File: config.mk
export PLATFORM = sky130hd
export DESIGN_NAME = tsic_top
export DESIGN_NICKNAME = d
export VERILOG_FILES = /design/src/rtl/tsic_fifo.v /design/src/rtl/tsic_top.v
export VERILOG_INCLUDE_DIRS = /design/src /design/src/rtl
export SDC_FILE = /design/constraint.sdc
export NUM_CORES = 1
export LEC_CHECK = 0
export ABC_AREA = 1
export ABC_CLOCK_PERIOD_IN_PS = 3150
export BUFFER_PORTS_ARGS = -buffer_cell sky130_fd_sc_hd__buf_2
export CAP_MARGIN = 20
export CELL_PAD_IN_SITES_DETAIL_PLACEMENT = 0
export CELL_PAD_IN_SITES_GLOBAL_PLACEMENT = 1
export CORE_MARGIN = 2
export CORE_UTILIZATION = 35
export DETAILED_ROUTE_END_ITERATION = 8
export GPL_TIMING_DRIVEN = 0
export PLACE_DENSITY_LB_ADDON = 0.1
export RECOVER_POWER = 25
export SLEW_MARGIN = 20
export SYNTH_ARGS = -nofsm -noshare
export SYNTH_HDL_FRONTEND = slang
export SYNTH_SLANG_ARGS = --single-unit
File: constraint.sdc
create_clock -name clk -period 3.15 [get_ports clk]
set_input_delay 0.315 -clock clk [delete_from_list [all_inputs] [get_ports clk]]
set_output_delay 0.315 -clock clk [all_outputs]
set_load 0.005 [all_outputs]
File: src/rtl/tsic_consts.vh
`ifndef TSIC_CONSTS_VH
`define TSIC_CONSTS_VH
// Register byte offsets on the AXI4-Lite slave.
`define TSIC_REG_CTRL 8'h00
`define TSIC_REG_STATUS 8'h04
`define TSIC_REG_KEYS 8'h08
`define TSIC_REG_CURSOR 8'h0c
// Control register fields.
`define TSIC_CTRL_HOLD 0
`define TSIC_CTRL_PRINTER 1
`define TSIC_CTRL_SCROLL 2
// Identification progress codes (octal values in hex).
`define TSIC_ID_IDLE 8'h00
`define TSIC_ID_REQ 8'h5d
`define TSIC_ID_ESC 8'h1b
`define TSIC_ID_SLASH 8'h2f
`define TSIC_ID_TYPE 8'h41
// Character codes.
`define TSIC_CH_ESC 8'h1b
`define TSIC_CH_SLASH 8'h2f
`define TSIC_CH_Z 8'h5a
`define TSIC_CH_LF 8'h0a
`define TSIC_CH_XON 8'h11
`define TSIC_CH_XOFF 8'h13
// Screen geometry and timing.
`define TSIC_LAST_ROW 5'h17
`define TSIC_CLK_HZ 100000000
`define TSIC_FRAME_HZ 60
`define TSIC_FRAME_CYCLES (`TSIC_CLK_HZ / `TSIC_FRAME_HZ)
`endif

File: src/rtl/tsic_fifo.v
`timescale 1ns/1ps
`include "tsic_consts.vh"
module tsic_fifo #(
	parameter WIDTH = 8,
	parameter DEPTH = 16,
	parameter AW = 4
) (
	// Clock and reset.
	input wire clk,
	input wire reset,
	// Fill side.
	input wire [WIDTH-1:0] in_data,
	input wire in_valid,
	output wire in_ready,
	// Drain side.
	output reg [WIDTH-1:0] out_data,
	output reg out_valid,
	input wire out_ready
);
	reg [WIDTH-1:0] mem [0:DEPTH-1];
	reg [AW-1:0] wr_ptr;
	reg [AW-1:0] rd_ptr;
	reg [AW:0] count;
	wire push;
	wire pop;
	wire load;

	// The output register is refilled whenever it is empty or being taken.
	assign in_ready = ({{(31-AW){1'b0}}, count} != DEPTH);
	assign push = in_valid && in_ready;
	assign load = (count != {(AW+1){1'b0}}) && (!out_valid || out_ready);
	assign pop = load;

	// Storage and pointers; the output word is registered for timing.
	always @(posedge clk) begin
		if (reset) begin
			wr_ptr <= {AW{1'b0}};
			rd_ptr <= {AW{1'b0}};
			count <= {(AW+1){1'b0}};
			out_valid <= 1'b0;
			out_data <= {WIDTH{1'b0}};
		end else begin
			if (push) begin
				mem[wr_ptr] <= in_data;
				wr_ptr <= wr_ptr + {{(AW-1){1'b0}}, 1'b1};
			end
			if (pop) begin
				out_data <= mem[rd_ptr];
				rd_ptr <= rd_ptr + {{(AW-1){1'b0}}, 1'b1};
				out_valid <= 1'b1;
			end else if (out_ready) begin
				out_valid <= 1'b0;
			end
			count <= count + {{AW{1'b0}}, push} - {{AW{1'b0}}, pop};
		end
	end
endmodule

File: src/rtl/tsic_top.v
`timescale 1ns/1ps
`include "tsic_consts.vh"
// Summary of operation
// - Keys are scanned once per frame at 60 passes a second and a pressed key is recorded in one of two held slots.
// - Each pass first re-tests both held keys and sends nothing if they are still down.
// - A held key found released has its slot cleared and a fresh search for new keys follows.
// - A line feed on the bottom row scrolls the screen, dropping the top row and blanking the bottom row.
// - Scrolling advances the top-row pointer by one with wrap instead of copying rows.
// - The top-row pointer ranges over 0 to 23 and is zero after reset.
// - The cursor row is kept both as a stored-row address and as an on-screen row address.
// - In hold mode a bottom-row line feed is parked instead of scrolling, and XOFF is sent.
// - Characters that arrive after XOFF are buffered in the silo and not displayed.
// - The scroll key in hold mode performs the parked scroll and then drains the silo in order.
// - When the silo has drained, XON is sent and reception resumes until the next parked line feed.
// - An ESC Z request is answered with escape, slash and a type letter that depends on the printer option.
// - At most one reply character goes out per frame, and reply progress is remembered.
// - The reply progress state uses the codes 0, 135, 033, 057 and 101 octal.
// - Keyboard scanning is suspended while a reply is in progress.
module tsic_top #(
	parameter FRAME_CYCLES = `TSIC_FRAME_CYCLES,
	parameter KEY_MAX = 7'h4f,
	parameter [7:0] TYPE_PLAIN = 8'h41,
	parameter [7:0] TYPE_PRINTER = 8'h42
) (
	// Clock and reset.
	input wire clk,
	input wire reset,
	// AXI4-Lite slave.
	input wire [7:0] s_axi_awaddr,
	input wire s_axi_awvalid,
	output reg s_axi_awready,
	input wire [31:0] s_axi_wdata,
	input wire [3:0] s_axi_wstrb,
	input wire s_axi_wvalid,
	output reg s_axi_wready,
	output reg [1:0] s_axi_bresp,
	output reg s_axi_bvalid,
	input wire s_axi_bready,
	input wire [7:0] s_axi_araddr,
	input wire s_axi_arvalid,
	output reg s_axi_arready,
	output reg [31:0] s_axi_rdata,
	output reg [1:0] s_axi_rresp,
	output reg s_axi_rvalid,
	input wire s_axi_rready,
	// Keyboard matrix probe.
	output reg [6:0] key_probe,
	input wire key_down,
	// Host serial channel, receive side.
	input wire [7:0] host_rx_data,
	input wire host_rx_valid,
	output reg host_rx_ready,
	// Host serial channel, transmit side.
	output reg [7:0] host_tx_data,
	output reg host_tx_valid,
	input wire host_tx_ready,
	// Display control.
	output reg [4:0] top_row,
	output reg [4:0] cursor_stored_row,
	output reg [4:0] cursor_screen_row,
	output reg [7:0] disp_data,
	output reg disp_valid,
	output reg blank_row_pulse,
	output reg [4:0] blank_row
);
	// Scan state codes.
	localparam S_IDLE = 5'b00001;
	localparam S_TESTA = 5'b00010;
	localparam S_TESTB = 5'b00100;
	localparam S_SEARCH = 5'b01000;
	localparam S_SEND = 5'b10000;

	reg [31:0] frame_cnt;
	reg frame_tick;
	reg [4:0] scan_state;
	reg [6:0] slot_a;
	reg [6:0] slot_b;
	reg [6:0] search_key;
	reg [7:0] ident_progress_state;
	reg hold_mode;
	reg printer_fitted;
	reg lf_parked;
	reg draining;
	reg silo_push_d;
	reg xon_due;
	reg xoff_due;
	reg esc_seen;
	reg [7:0] key_code;
	reg key_due;
	reg [31:0] keys_sent;
	reg aw_held;
	reg w_held;
	reg [7:0] aw_addr;
	reg [31:0] w_data;
	reg [3:0] w_strb;

	wire [7:0] silo_out;
	wire silo_out_valid;
	wire silo_in_ready;
	wire silo_push;
	wire silo_take;
	wire tx_free;
	wire [7:0] cur_ch;
	wire cur_valid;
	wire scroll_cmd;
	wire wr_fire;

	////////////////////////////////////////////////////////////////////////////////
	// Frame divider: one enable pulse per displayed frame.

	always @(posedge clk) begin
		if (reset) begin
			frame_cnt <= 32'h0;
			frame_tick <= 1'b0;
		end else if (frame_cnt == FRAME_CYCLES - 1) begin
			frame_cnt <= 32'h0;
			frame_tick <= 1'b1;
		end else begin
			frame_cnt <= frame_cnt + 32'h1;
			frame_tick <= 1'b0;
		end
	end

	////////////////////////////////////////////////////////////////////////////////
	// Host input path. Parked characters go to the silo; the silo feeds the
	// interpreter while draining. Reception stalls whenever the silo is full,
	// which is the only protection against a host that ignores XOFF.

	assign silo_push = host_rx_valid && host_rx_ready && (lf_parked || draining);
	assign cur_valid = draining ? silo_out_valid : (host_rx_valid && host_rx_ready && !lf_parked);
	assign cur_ch = draining ? silo_out : host_rx_data;
	assign silo_take = draining && !lf_parked;

	tsic_fifo #(.WIDTH(8), .DEPTH(16), .AW(4)) silo (
		.clk(clk),
		.reset(reset),
		.in_data(host_rx_data),
		.in_valid(silo_push),
		.in_ready(silo_in_ready),
		.out_data(silo_out),
		.out_valid(silo_out_valid),
		.out_ready(silo_take)
	);

	assign tx_free = !host_tx_valid || host_tx_ready;
	assign wr_fire = aw_held && w_held;
	assign scroll_cmd = wr_fire && (aw_addr == `TSIC_REG_CTRL) && w_strb[0] && w_data[`TSIC_CTRL_SCROLL];

	////////////////////////////////////////////////////////////////////////////////
	// Character interpreter, scroll and hold control.

	always @(posedge clk) begin
		if (reset) begin
			top_row <= 5'h0;
			cursor_stored_row <= 5'h0;
			cursor_screen_row <= 5'h0;
			lf_parked <= 1'b0;
			draining <= 1'b0;
			silo_push_d <= 1'b0;
			xoff_due <= 1'b0;
			xon_due <= 1'b0;
			esc_seen <= 1'b0;
			disp_valid <= 1'b0;
			disp_data <= 8'h0;
			blank_row_pulse <= 1'b0;
			blank_row <= 5'h0;
			host_rx_ready <= 1'b0;
		end else begin
			disp_valid <= 1'b0;
			blank_row_pulse <= 1'b0;
			// A word pushed last cycle is not yet visible at the silo output.
			silo_push_d <= silo_push;
			host_rx_ready <= silo_in_ready && !(host_rx_valid && host_rx_ready);
			if (hold_mode && lf_parked && scroll_cmd) begin
				lf_parked <= 1'b0;
				draining <= 1'b1;
				blank_row <= top_row;
				blank_row_pulse <= 1'b1;
				top_row <= (top_row == `TSIC_LAST_ROW) ? 5'h0 : top_row + 5'h1;
				cursor_stored_row <= top_row;
			end else if (draining && !lf_parked && !silo_out_valid && !silo_push && !silo_push_d) begin
				draining <= 1'b0;
				xon_due <= 1'b1;
			end
			if (cur_valid && !(hold_mode && lf_parked && scroll_cmd)) begin
				esc_seen <= (cur_ch == `TSIC_CH_ESC);
				if (esc_seen && cur_ch == `TSIC_CH_Z) begin
					esc_seen <= 1'b0;
				end else if (cur_ch == `TSIC_CH_LF) begin
					if (cursor_screen_row != `TSIC_LAST_ROW) begin
						cursor_screen_row <= cursor_screen_row + 5'h1;
						cursor_stored_row <= (cursor_stored_row == `TSIC_LAST_ROW) ? 5'h0
							: cursor_stored_row + 5'h1;
					end else if (hold_mode) begin
						lf_parked <= 1'b1;
						xoff_due <= 1'b1;
					end else begin
						// Advancing the pointer instead of copying rows; old top becomes bottom.
						blank_row <= top_row;
						blank_row_pulse <= 1'b1;
						top_row <= (top_row == `TSIC_LAST_ROW) ? 5'h0 : top_row + 5'h1;
						cursor_stored_row <= top_row;
					end
				end else if (cur_ch != `TSIC_CH_ESC) begin
					disp_data <= cur_ch;
					disp_valid <= 1'b1;
				end
			end
			// Clears mirror the transmit arbiter exactly, so each flow-control char goes out once.
			if (xoff_due && tx_free && ident_progress_state == `TSIC_ID_IDLE) begin
				xoff_due <= 1'b0;
			end else if (xon_due && !xoff_due && tx_free && ident_progress_state == `TSIC_ID_IDLE) begin
				xon_due <= 1'b0;
			end
		end
	end

	////////////////////////////////////////////////////////////////////////////////
	// Identification reply, one character per frame.

	always @(posedge clk) begin
		if (reset) begin
			ident_progress_state <= `TSIC_ID_IDLE;
		end else if (cur_valid && esc_seen && cur_ch == `TSIC_CH_Z && ident_progress_state == `TSIC_ID_IDLE) begin
			ident_progress_state <= `TSIC_ID_REQ;
		end else if (frame_tick && tx_free) begin
			case (ident_progress_state)
				`TSIC_ID_REQ: ident_progress_state <= `TSIC_ID_ESC;
				`TSIC_ID_ESC: ident_progress_state <= `TSIC_ID_SLASH;
				`TSIC_ID_SLASH: ident_progress_state <= `TSIC_ID_TYPE;
				`TSIC_ID_TYPE: ident_progress_state <= `TSIC_ID_IDLE;
				default: ident_progress_state <= `TSIC_ID_IDLE;
			endcase
		end
	end

	////////////////////////////////////////////////////////////////////////////////
	// Transmit arbitration: reply characters, then flow control, then keys.

	always @(posedge clk) begin
		if (reset) begin
			host_tx_valid <= 1'b0;
			host_tx_data <= 8'h0;
		end else if (tx_free) begin
			host_tx_valid <= 1'b0;
			if (frame_tick && ident_progress_state == `TSIC_ID_REQ) begin
				host_tx_data <= `TSIC_CH_ESC;
				host_tx_valid <= 1'b1;
			end else if (frame_tick && ident_progress_state == `TSIC_ID_ESC) begin
				host_tx_data <= `TSIC_CH_SLASH;
				host_tx_valid <= 1'b1;
			end else if (frame_tick && ident_progress_state == `TSIC_ID_SLASH) begin
				host_tx_data <= printer_fitted ? TYPE_PRINTER : TYPE_PLAIN;
				host_tx_valid <= 1'b1;
			end else if (ident_progress_state == `TSIC_ID_IDLE && xoff_due) begin
				host_tx_data <= `TSIC_CH_XOFF;
				host_tx_valid <= 1'b1;
			end else if (ident_progress_state == `TSIC_ID_IDLE && xon_due) begin
				host_tx_data <= `TSIC_CH_XON;
				host_tx_valid <= 1'b1;
			end else if (ident_progress_state == `TSIC_ID_IDLE && key_due) begin
				host_tx_data <= key_code;
				host_tx_valid <= 1'b1;
			end
		end
	end

	////////////////////////////////////////////////////////////////////////////////
	// Keyboard scan. Each pass probes one key per cycle, held slots first.
	// Key numbers are sent as codes directly; translation is left to software.

	always @(posedge clk) begin
		if (reset) begin
			scan_state <= S_IDLE;
			slot_a <= 7'h0;
			slot_b <= 7'h0;
			search_key <= 7'h0;
			key_probe <= 7'h0;
			key_code <= 8'h0;
			key_due <= 1'b0;
			keys_sent <= 32'h0;
		end else begin
			if (key_due && tx_free && ident_progress_state == `TSIC_ID_IDLE && !xoff_due && !xon_due) begin
				key_due <= 1'b0;
				keys_sent <= keys_sent + 32'h1;
			end
			case (scan_state)
				S_IDLE: begin
					if (frame_tick && ident_progress_state == `TSIC_ID_IDLE && !key_due) begin
						scan_state <= S_TESTA;
						key_probe <= slot_a;
					end
				end
				S_TESTA: begin
					if (slot_a != 7'h0 && !key_down) begin
						slot_a <= 7'h0;
					end
					scan_state <= S_TESTB;
					key_probe <= slot_b;
				end
				S_TESTB: begin
					if (slot_b != 7'h0 && !key_down) begin
						slot_b <= 7'h0;
					end
					if (slot_a != 7'h0 && slot_b != 7'h0 && key_down) begin
						scan_state <= S_IDLE;
					end else begin
						scan_state <= S_SEARCH;
						search_key <= KEY_MAX;
						key_probe <= KEY_MAX;
					end
				end
				S_SEARCH: begin
					if (search_key == 7'h0) begin
						scan_state <= S_IDLE;
					end else if (key_down && search_key != slot_a && search_key != slot_b) begin
						scan_state <= S_SEND;
					end else begin
						search_key <= search_key - 7'h1;
						key_probe <= search_key - 7'h1;
					end
				end
				S_SEND: begin
					if (slot_a == 7'h0) begin
						slot_a <= search_key;
					end else begin
						slot_b <= search_key;
					end
					key_code <= {1'b0, search_key};
					key_due <= 1'b1;
					scan_state <= S_IDLE;
				end
				default: scan_state <= S_IDLE;
			endcase
		end
	end

	////////////////////////////////////////////////////////////////////////////////
	// AXI4-Lite slave. Address and data are caught in either order; the
	// write completes once both are held.

	always @(posedge clk) begin
		if (reset) begin
			s_axi_awready <= 1'b0;
			s_axi_wready <= 1'b0;
			s_axi_bvalid <= 1'b0;
			s_axi_bresp <= 2'h0;
			aw_held <= 1'b0;
			w_held <= 1'b0;
			aw_addr <= 8'h0;
			w_data <= 32'h0;
			w_strb <= 4'h0;
			hold_mode <= 1'b0;
			printer_fitted <= 1'b0;
		end else begin
			s_axi_awready <= !aw_held && !s_axi_awready && s_axi_awvalid && !s_axi_bvalid;
			s_axi_wready <= !w_held && !s_axi_wready && s_axi_wvalid && !s_axi_bvalid;
			if (s_axi_awvalid && s_axi_awready) begin
				aw_held <= 1'b1;
				aw_addr <= s_axi_awaddr;
			end
			if (s_axi_wvalid && s_axi_wready) begin
				w_held <= 1'b1;
				w_data <= s_axi_wdata;
				w_strb <= s_axi_wstrb;
			end
			if (wr_fire) begin
				aw_held <= 1'b0;
				w_held <= 1'b0;
				s_axi_bvalid <= 1'b1;
				s_axi_bresp <= (aw_addr[7:2] == 6'h0) ? 2'h0 : 2'h2;
				if (aw_addr == `TSIC_REG_CTRL && w_strb[0]) begin
					hold_mode <= w_data[`TSIC_CTRL_HOLD];
					printer_fitted <= w_data[`TSIC_CTRL_PRINTER];
				end
			end else if (s_axi_bvalid && s_axi_bready) begin
				s_axi_bvalid <= 1'b0;
			end
		end
	end

	// Read side answers one cycle after the address is taken.
	always @(posedge clk) begin
		if (reset) begin
			s_axi_arready <= 1'b0;
			s_axi_rvalid <= 1'b0;
			s_axi_rdata <= 32'h0;
			s_axi_rresp <= 2'h0;
		end else begin
			s_axi_arready <= s_axi_arvalid && !s_axi_arready && !s_axi_rvalid;
			if (s_axi_arvalid && s_axi_arready) begin
				s_axi_rvalid <= 1'b1;
				s_axi_rresp <= 2'h0;
				case (s_axi_araddr)
					`TSIC_REG_CTRL: s_axi_rdata <= {30'h0, printer_fitted, hold_mode};
					`TSIC_REG_STATUS: s_axi_rdata <= {8'h0, ident_progress_state, 8'h0,
						3'h0, !silo_in_ready, silo_out_valid, xon_due, draining, lf_parked};
					`TSIC_REG_KEYS: s_axi_rdata <= {2'h0, keys_sent[15:0], 7'h0, slot_b[6:0]} ^
						{18'h0, slot_a, 7'h0};
					`TSIC_REG_CURSOR: s_axi_rdata <= {16'h0, top_row, 1'b0, cursor_screen_row, cursor_stored_row};
					default: begin
						s_axi_rdata <= 32'h0;
						s_axi_rresp <= 2'h2;
					end
				endcase
			end else if (s_axi_rvalid && s_axi_rready) begin
				s_axi_rvalid <= 1'b0;
			end
		end
	end
endmodule

=== Word level (Yosys, flattened, before mapping) ===
Memories as Yosys holds them, arrays and structs flattened. A register that Yosys moved wholly into a read port is not among the register bits.
Cells that the tools add are included.

* Register bits: 230
* Latch bits: 0
* Bits in writable memories: 128
* Bits in read-only memories: 0
* Input bits: 70
* Output and inout bits: 88
* Logic and storage cells: 301
* Memories kept: 1

* Add/sub/neg operators: 10
* $mul: 0
* Divide/modulo/power cells: 0
* Magnitude comparators: 0
* Equality and inequality tests: 31
* Shift operators: 0
* Multiplexer cells: 90
* Bitwise logic cells: 5
* Reduce and logical (&&, ||, !) cells: 117

{| class="wikitable"
|+ Memory list
! name !! depth !! width !! rd ports !! clocked after memory_dff !! write ports !! line !! text
|-
| silo.mem || 16 || 8 || 1 || 1 || 1 || tsic_fifo.v:20 || <nowiki>reg [WIDTH-1:0] mem [0:DEPTH-1];</nowiki>
|}

{| class="wikitable"
|+ Operator list
! cell !! count
|-
| $pmux W30 S4 || 1
|-
| $mux W5 || 23
|-
| $mux W7 || 10
|-
| $add A32 B1 Y32 const B || 2
|-
| $logic_and A1 B1 Y1 || 59
|-
| $mux W8 || 7
|-
| $pmux W7 S2 || 3
|-
| $mux W1 || 39
|-
| $eq A32 B21 Y1 const B || 1
|-
| $xor A30 B14 Y30 || 1
|-
| $pmux W7 S4 || 1
|-
| $eq A8 B4 Y1 const B || 3
|-
| $logic_not A8 Y1 || 3
|-
| $pmux W7 S3 || 1
|-
| $pmux W5 S4 || 1
|-
| $logic_not A1 Y1 || 19
|-
| $reduce_bool A2 Y1 || 9
|-
| $ne A2 B2 Y1 const B || 8
|-
| $add A5 B1 Y5 const B || 3
|-
| $eq A5 B5 Y1 const B || 3
|-
| $logic_not A7 Y1 || 2
|-
| $ne A7 B7 Y1 || 2
|-
| $reduce_bool A7 Y1 || 2
|-
| $reduce_and A4 Y1 || 3
|-
| other kinds (30) || 47
|}

=== Longest topological paths before layout ===
* Depth in word-level cells: 11
* Depth in mapped cells: 17

=== By module ===
From an unflattened synthesis, not the netlist that was laid out.

* Cell total of the unflattened synthesis: 2,135
* Area, all modules: 16,404.5 um^2

{| class="wikitable"
|+ Modules (own cells, without submodules)
! module !! times used !! cells an instance !! area each (um^2)
|-
| tsic_top || 1 || 1,474 || 9,834.4
|-
| tsic_fifo || 1 || 661 || 6,570.1
|}

=== Worst setup path before layout ===
Ideal clock, no wire load.

* Path type: register to register
* From: register draining
* To: register silo.count[4]
* Setup time: 0.070 ns
* Data arrival time: 2.318 ns
* Required time: 3.080 ns
* Setup slack: 0.762 ns
* Cell stages (with the launch flop): 18
* Path buffers: 2
* Period minus slack after synthesis: 2.388 ns
* Cells stage by stage: dfxtp_1 inv_2 buf_6 nor2_1 inv_1 nand2_1 nand2_1 inv_1 buf_2 ha_1 inv_1 ha_1 fa_1 nand2_1 a21oi_1 nor2_1 o21ai_0 a21oi_1

* Elaborated cells on any way between the ends: 8

{| class="wikitable"
|+ RTL lines
! element !! line !! text
|-
| start: declaration || tsic_top.v:83 || <nowiki>reg draining;</nowiki>
|-
| start signal: assignment || tsic_top.v:158 || <nowiki>draining <= 1'b0;</nowiki>
|-
| start signal: assignment || tsic_top.v:176 || <nowiki>draining <= 1'b1;</nowiki>
|-
| start signal: assignment || tsic_top.v:182 || <nowiki>draining <= 1'b0;</nowiki>
|-
| $logic_and A1 B1 Y1 || tsic_top.v:132 || <nowiki>assign silo_take = draining && !lf_parked;</nowiki>
|-
| $logic_or A1 B1 Y1 || tsic_fifo.v:31 || <nowiki>assign load = (count != {(AW+1){1'b0}}) && (!out_valid || out_ready);</nowiki>
|-
| $logic_and A1 B1 Y1 || tsic_fifo.v:31 ||
|-
| via silo.load || tsic_fifo.v:26 || <nowiki>wire load;</nowiki>
|-
| $sub A5 B1 Y5 || tsic_fifo.v:54 || <nowiki>count <= count + {{AW{1'b0}}, push} - {{AW{1'b0}}, pop};</nowiki>
|-
| end signal: assignment || tsic_fifo.v:39 || <nowiki>count <= {(AW+1){1'b0}};</nowiki>
|-
| end signal: assignment || tsic_fifo.v:54 ||
|-
| end: declaration || tsic_fifo.v:23 || <nowiki>reg [AW:0] count;</nowiki>
|}

The timed path passes the listed nets, and every way through them passes these cells.
A chain may end at the register's enable or synchronous reset.

=== Worst setup path in the final report ===
Same ends and word-level chain as after synthesis.

==> impl_metrics.env <==
export IMPL_status="finished clean"
export IMPL_required_ps=3640
export IMPL_slew_headroom=0.231
export IMPL_io_pins=158
export IMPL_power_frac_seq=0.424
export IMPL_dp_hpwl_um=36500
export IMPL_peakVddDrop_v=0.000348
export IMPL_rsz0062_at_grt="no"
export IMPL_cts_path_max_buffers=3
export IMPL_dp_cells=2646
export IMPL_netlist_instances=1931
export IMPL_tightest_slew_ps=1150
export IMPL_hold_viol=0
export IMPL_fin_skew_ps=10.8
export IMPL_final_max_slew_violation_count=0
export IMPL_regToRegSetupSlack_ps=310
export IMPL_gp_congestion=0.902
export IMPL_dieArea_um2=46700
export IMPL_nets=2198
export IMPL_synth_seq_cells=345
export IMPL_fin_crit_sh=0.903
export IMPL_initialDrtViolationCount=862
export IMPL_synth_top_cells_by_area="dfxtp_1, edfxtp_1, nand2_1"
export IMPL_final_cells=2732
export IMPL_grt_ovfl_total=0
export IMPL_yosys_warnings=0
export IMPL_cts_root_buf="clkbuf_16"
export IMPL_yosys_cell_count_top_type="nand2_1"
export IMPL_postLayoutCellArea_um2=18600
export IMPL_die_h_um=216
export IMPL_synth_top_area_frac=0.276
export IMPL_tritoncts="yes"
export IMPL_tns_ps=0
export IMPL_clockPowerShare=0.416
export IMPL_rows=77
export IMPL_cts_made_buffers=41
export IMPL_path_clk_slew_ps=60
export IMPL_grt_pass1_wl_um=76500
export IMPL_drc=0
export IMPL_critPathMaxStageDelay_ps=400
export IMPL_whs_path_depth=3
export IMPL_p_int_mw=8.17
export IMPL_end_kind="flip-flop"
export IMPL_synth_flop_cell="dfxtp_1"
export IMPL_firstDrtPassIters=5
export IMPL_crit_fanout=10
export IMPL_clock_latency_ps=560
export IMPL_synth_distinct_cells=49
export IMPL_p_sw_mw=3.28
export IMPL_grt_pass1_vias=13042
export IMPL_synth_edff_count=128
export IMPL_rr_worst_depth=17
export IMPL_yosysSeqAreaShare=0.520
export IMPL_grt_usage=0.214
export IMPL_synth_common_cells="nand2_1, nor2_1, dfxtp_1, inv_1, o21ai_0"
export IMPL_syn2layout_area_growth_pct=17.8
export IMPL_p_sw_frac=0.286
export IMPL_io_buffers=119
export IMPL_core_um2=44300
export IMPL_avgViaCountPerCell=4.98
export IMPL_drv_cap=0
export IMPL_worst_path_buf_inv=6
export IMPL_diodes=0
export IMPL_grt_max_degree=19
export IMPL_dr_total_vias=13608
export IMPL_cp_slowest_cell="fa_1"
export IMPL_min_period_ps=2840
export IMPL_yosysTopAreaCell="dfxtp_1"
export IMPL_start_util=0.355
export IMPL_syn_avg_cell_area_um2=8.16
export IMPL_wirelength_um=49800
export IMPL_crit_cells=17
export IMPL_path_delay_family="adder cells"
export IMPL_final_hold_worst_slack_ps=34.2
export IMPL_setup_violations=0
export IMPL_drive_gt1_frac=0.115
export IMPL_ant_nets=0
export IMPL_p_leak_nw=7.09
export IMPL_arrival_ps=3340
export IMPL_antenna_found_initial=1
export IMPL_combPwrFrac=0.160
export IMPL_dpl_cell_area_um2=17100
export IMPL_postCtsSetupBuffers=0
export IMPL_die_x_um=216
export IMPL_fmax_ghz=0.352
export IMPL_h_tree_depth=2
export IMPL_crit_path_start_kind="flip-flop"
export IMPL_syn_cell_area_um2=15800
export IMPL_crit_chain="inv_2 > buf_6 > nor2_1 > inv_1 > nand2_1 > nand2_1 > inv_1 > buf_2 > ha_1 > inv_1 > ha_1 > fa_1 > nand2_1 > a21oi_1 > nor2_1 > o21ai_0 > a21oi_1"
export IMPL_cts_sinks=345
export IMPL_hold_class="primary input to flip-flop"
export IMPL_p_per_area_nw_per_um2=617
export IMPL_wl_per_cell_um=18.2
export IMPL_crit_type="flip-flop to flip-flop"
export IMPL_synthArstFlopShare=0
==> sequential cells by signal, summed over array words and instances (netlist names), 3 cells and up <==
name and flops:
slot_a 7, silo.out_data 8, frame_cnt 32, slot_b 7
s_axi_rdata 30, silo.wr_ptr 4, silo.count 5, aw_addr 8
disp_data 8, keys_sent 16, w_data 3, scan_state 5
key_code 7, search_key 7, blank_row 5, cursor_stored_row 5
ident_progress_state 7, silo.rd_ptr 4, top_row 5, host_tx_data 7
silo.mem 128, key_probe 7, cursor_screen_row 5
==> cell families (layout without fill, tap and decap cells) <==
kind of cell,count (synthesis),in the layout,share of synthesized area
AND/OR/NAND/NOR,861,861,0.239
XOR/XNOR,31,31,0.0172
other,1,5,0.000238
flip-flops,345,345,0.520
adder cells (fa/ha/maj),19,19,0.0156
AO/OA/AOI/OAI,390,390,0.137
buffers and inverters,284,489,0.0717
==> worst reg2reg max path: stages (launching register included) <==
cell and delay (ps):
dfxtp_1 350, inv_2 120, buf_6 170, nor2_1 50, inv_1 70, nand2_1 60
nand2_1 230, inv_1 90, buf_2 210, ha_1 300, inv_1 40, ha_1 200
fa_1 400, nand2_1 80, a21oi_1 60, nor2_1 120, o21ai_0 90, a21oi_1 140
==> per-layer routing <==
metal / global-route usage / part of all wire / vias up
li1: - / - / 6832
met1: 0.310 / 0.49 / 6368
met2: 0.325 / 0.43 / 334
met3: 0.0310 / 0.051 / 74
met4: 0.0721 / 0.027 / 0
met5: 0 / 0 / -
==> power by group through the flow <==
stage | Sequential [mW] | Clock (mW) | Combinational (mW)
floorplan | 4.93 | 0 | 1.16
global placement | 4.95 | 0 | 1.83
detailed placement | 4.95 | 0 | 1.84
CTS | 4.86 | 4.87 | 1.86
global route | 4.87 | 5.05 | 2.07
finish | 4.86 | 4.76 | 1.84
==> timing repair <==
action,in CTS,in global routing
gates resized for setup,0,0
hold buffers,12,0
endpoints found under the setup margin,0,0
endpoints found under the hold margin,12,0
==> cell usage in the layout, fill, tap and decap left out, types with 7 or more instances in the layout <==
cell | Yosys | routed
a31oi_1 | 7 | 7
dfxtp_1 | 217 | 217
xor2_1 | 25 | 25
nor2_1 | 305 | 305
o221ai_1 | 8 | 8
inv_2 | 7 | 7
nand2_2 | 11 | 11
clkbuf_1 | 55 | 74
o22ai_1 | 18 | 18
nand4_1 | 40 | 40
clkbuf_8 | 0 | 7
o21ai_0 | 167 | 167
o211ai_1 | 37 | 37
nor2_2 | 9 | 9
nand3_1 | 95 | 95
nor3_1 | 38 | 38
buf_4 | 7 | 7
edfxtp_1 | 128 | 128
o21ai_1 | 10 | 10
clkbuf_16 | 0 | 42
clkinv_2 | 0 | 7
dlygate4sd3_1 | 0 | 12
buf_2 | 10 | 119
ha_1 | 18 | 18
inv_1 | 196 | 196
nand2_1 | 324 | 324
a21oi_1 | 132 | 132
nor4_1 | 8 | 8
==> metrics by stage <==
step                utilization  power, mW  setup WS, ps
floorplan                     -       6.09           762
global placement          0.386       6.78           139
detailed placement        0.386       6.79           132
CTS                       0.419       11.6           299
global route              0.419       12.0          49.3
finish                    0.419       11.5           306
==> final cells by class <==
cell class,instances,area (um2)
clock buffers,58,1180
well taps,592,741
repair buffers,131,703
inverters,204,766
multi-input cells,1306,6450
flip-flops and latches,345,8190
plain buffers,80,364
clock inverters,16,164
fillers,4589,25800
==> final timing paths <==
kind | startpoint | to
worst min register to register | s_axi_arready | s_axi_arready
worst max register to register | draining | silo.count[4]
worst max-delay path | draining | silo.count[4]
worst min-delay path | s_axi_awaddr[2] | aw_addr[2]
Power figures use the tool's default switching activity.
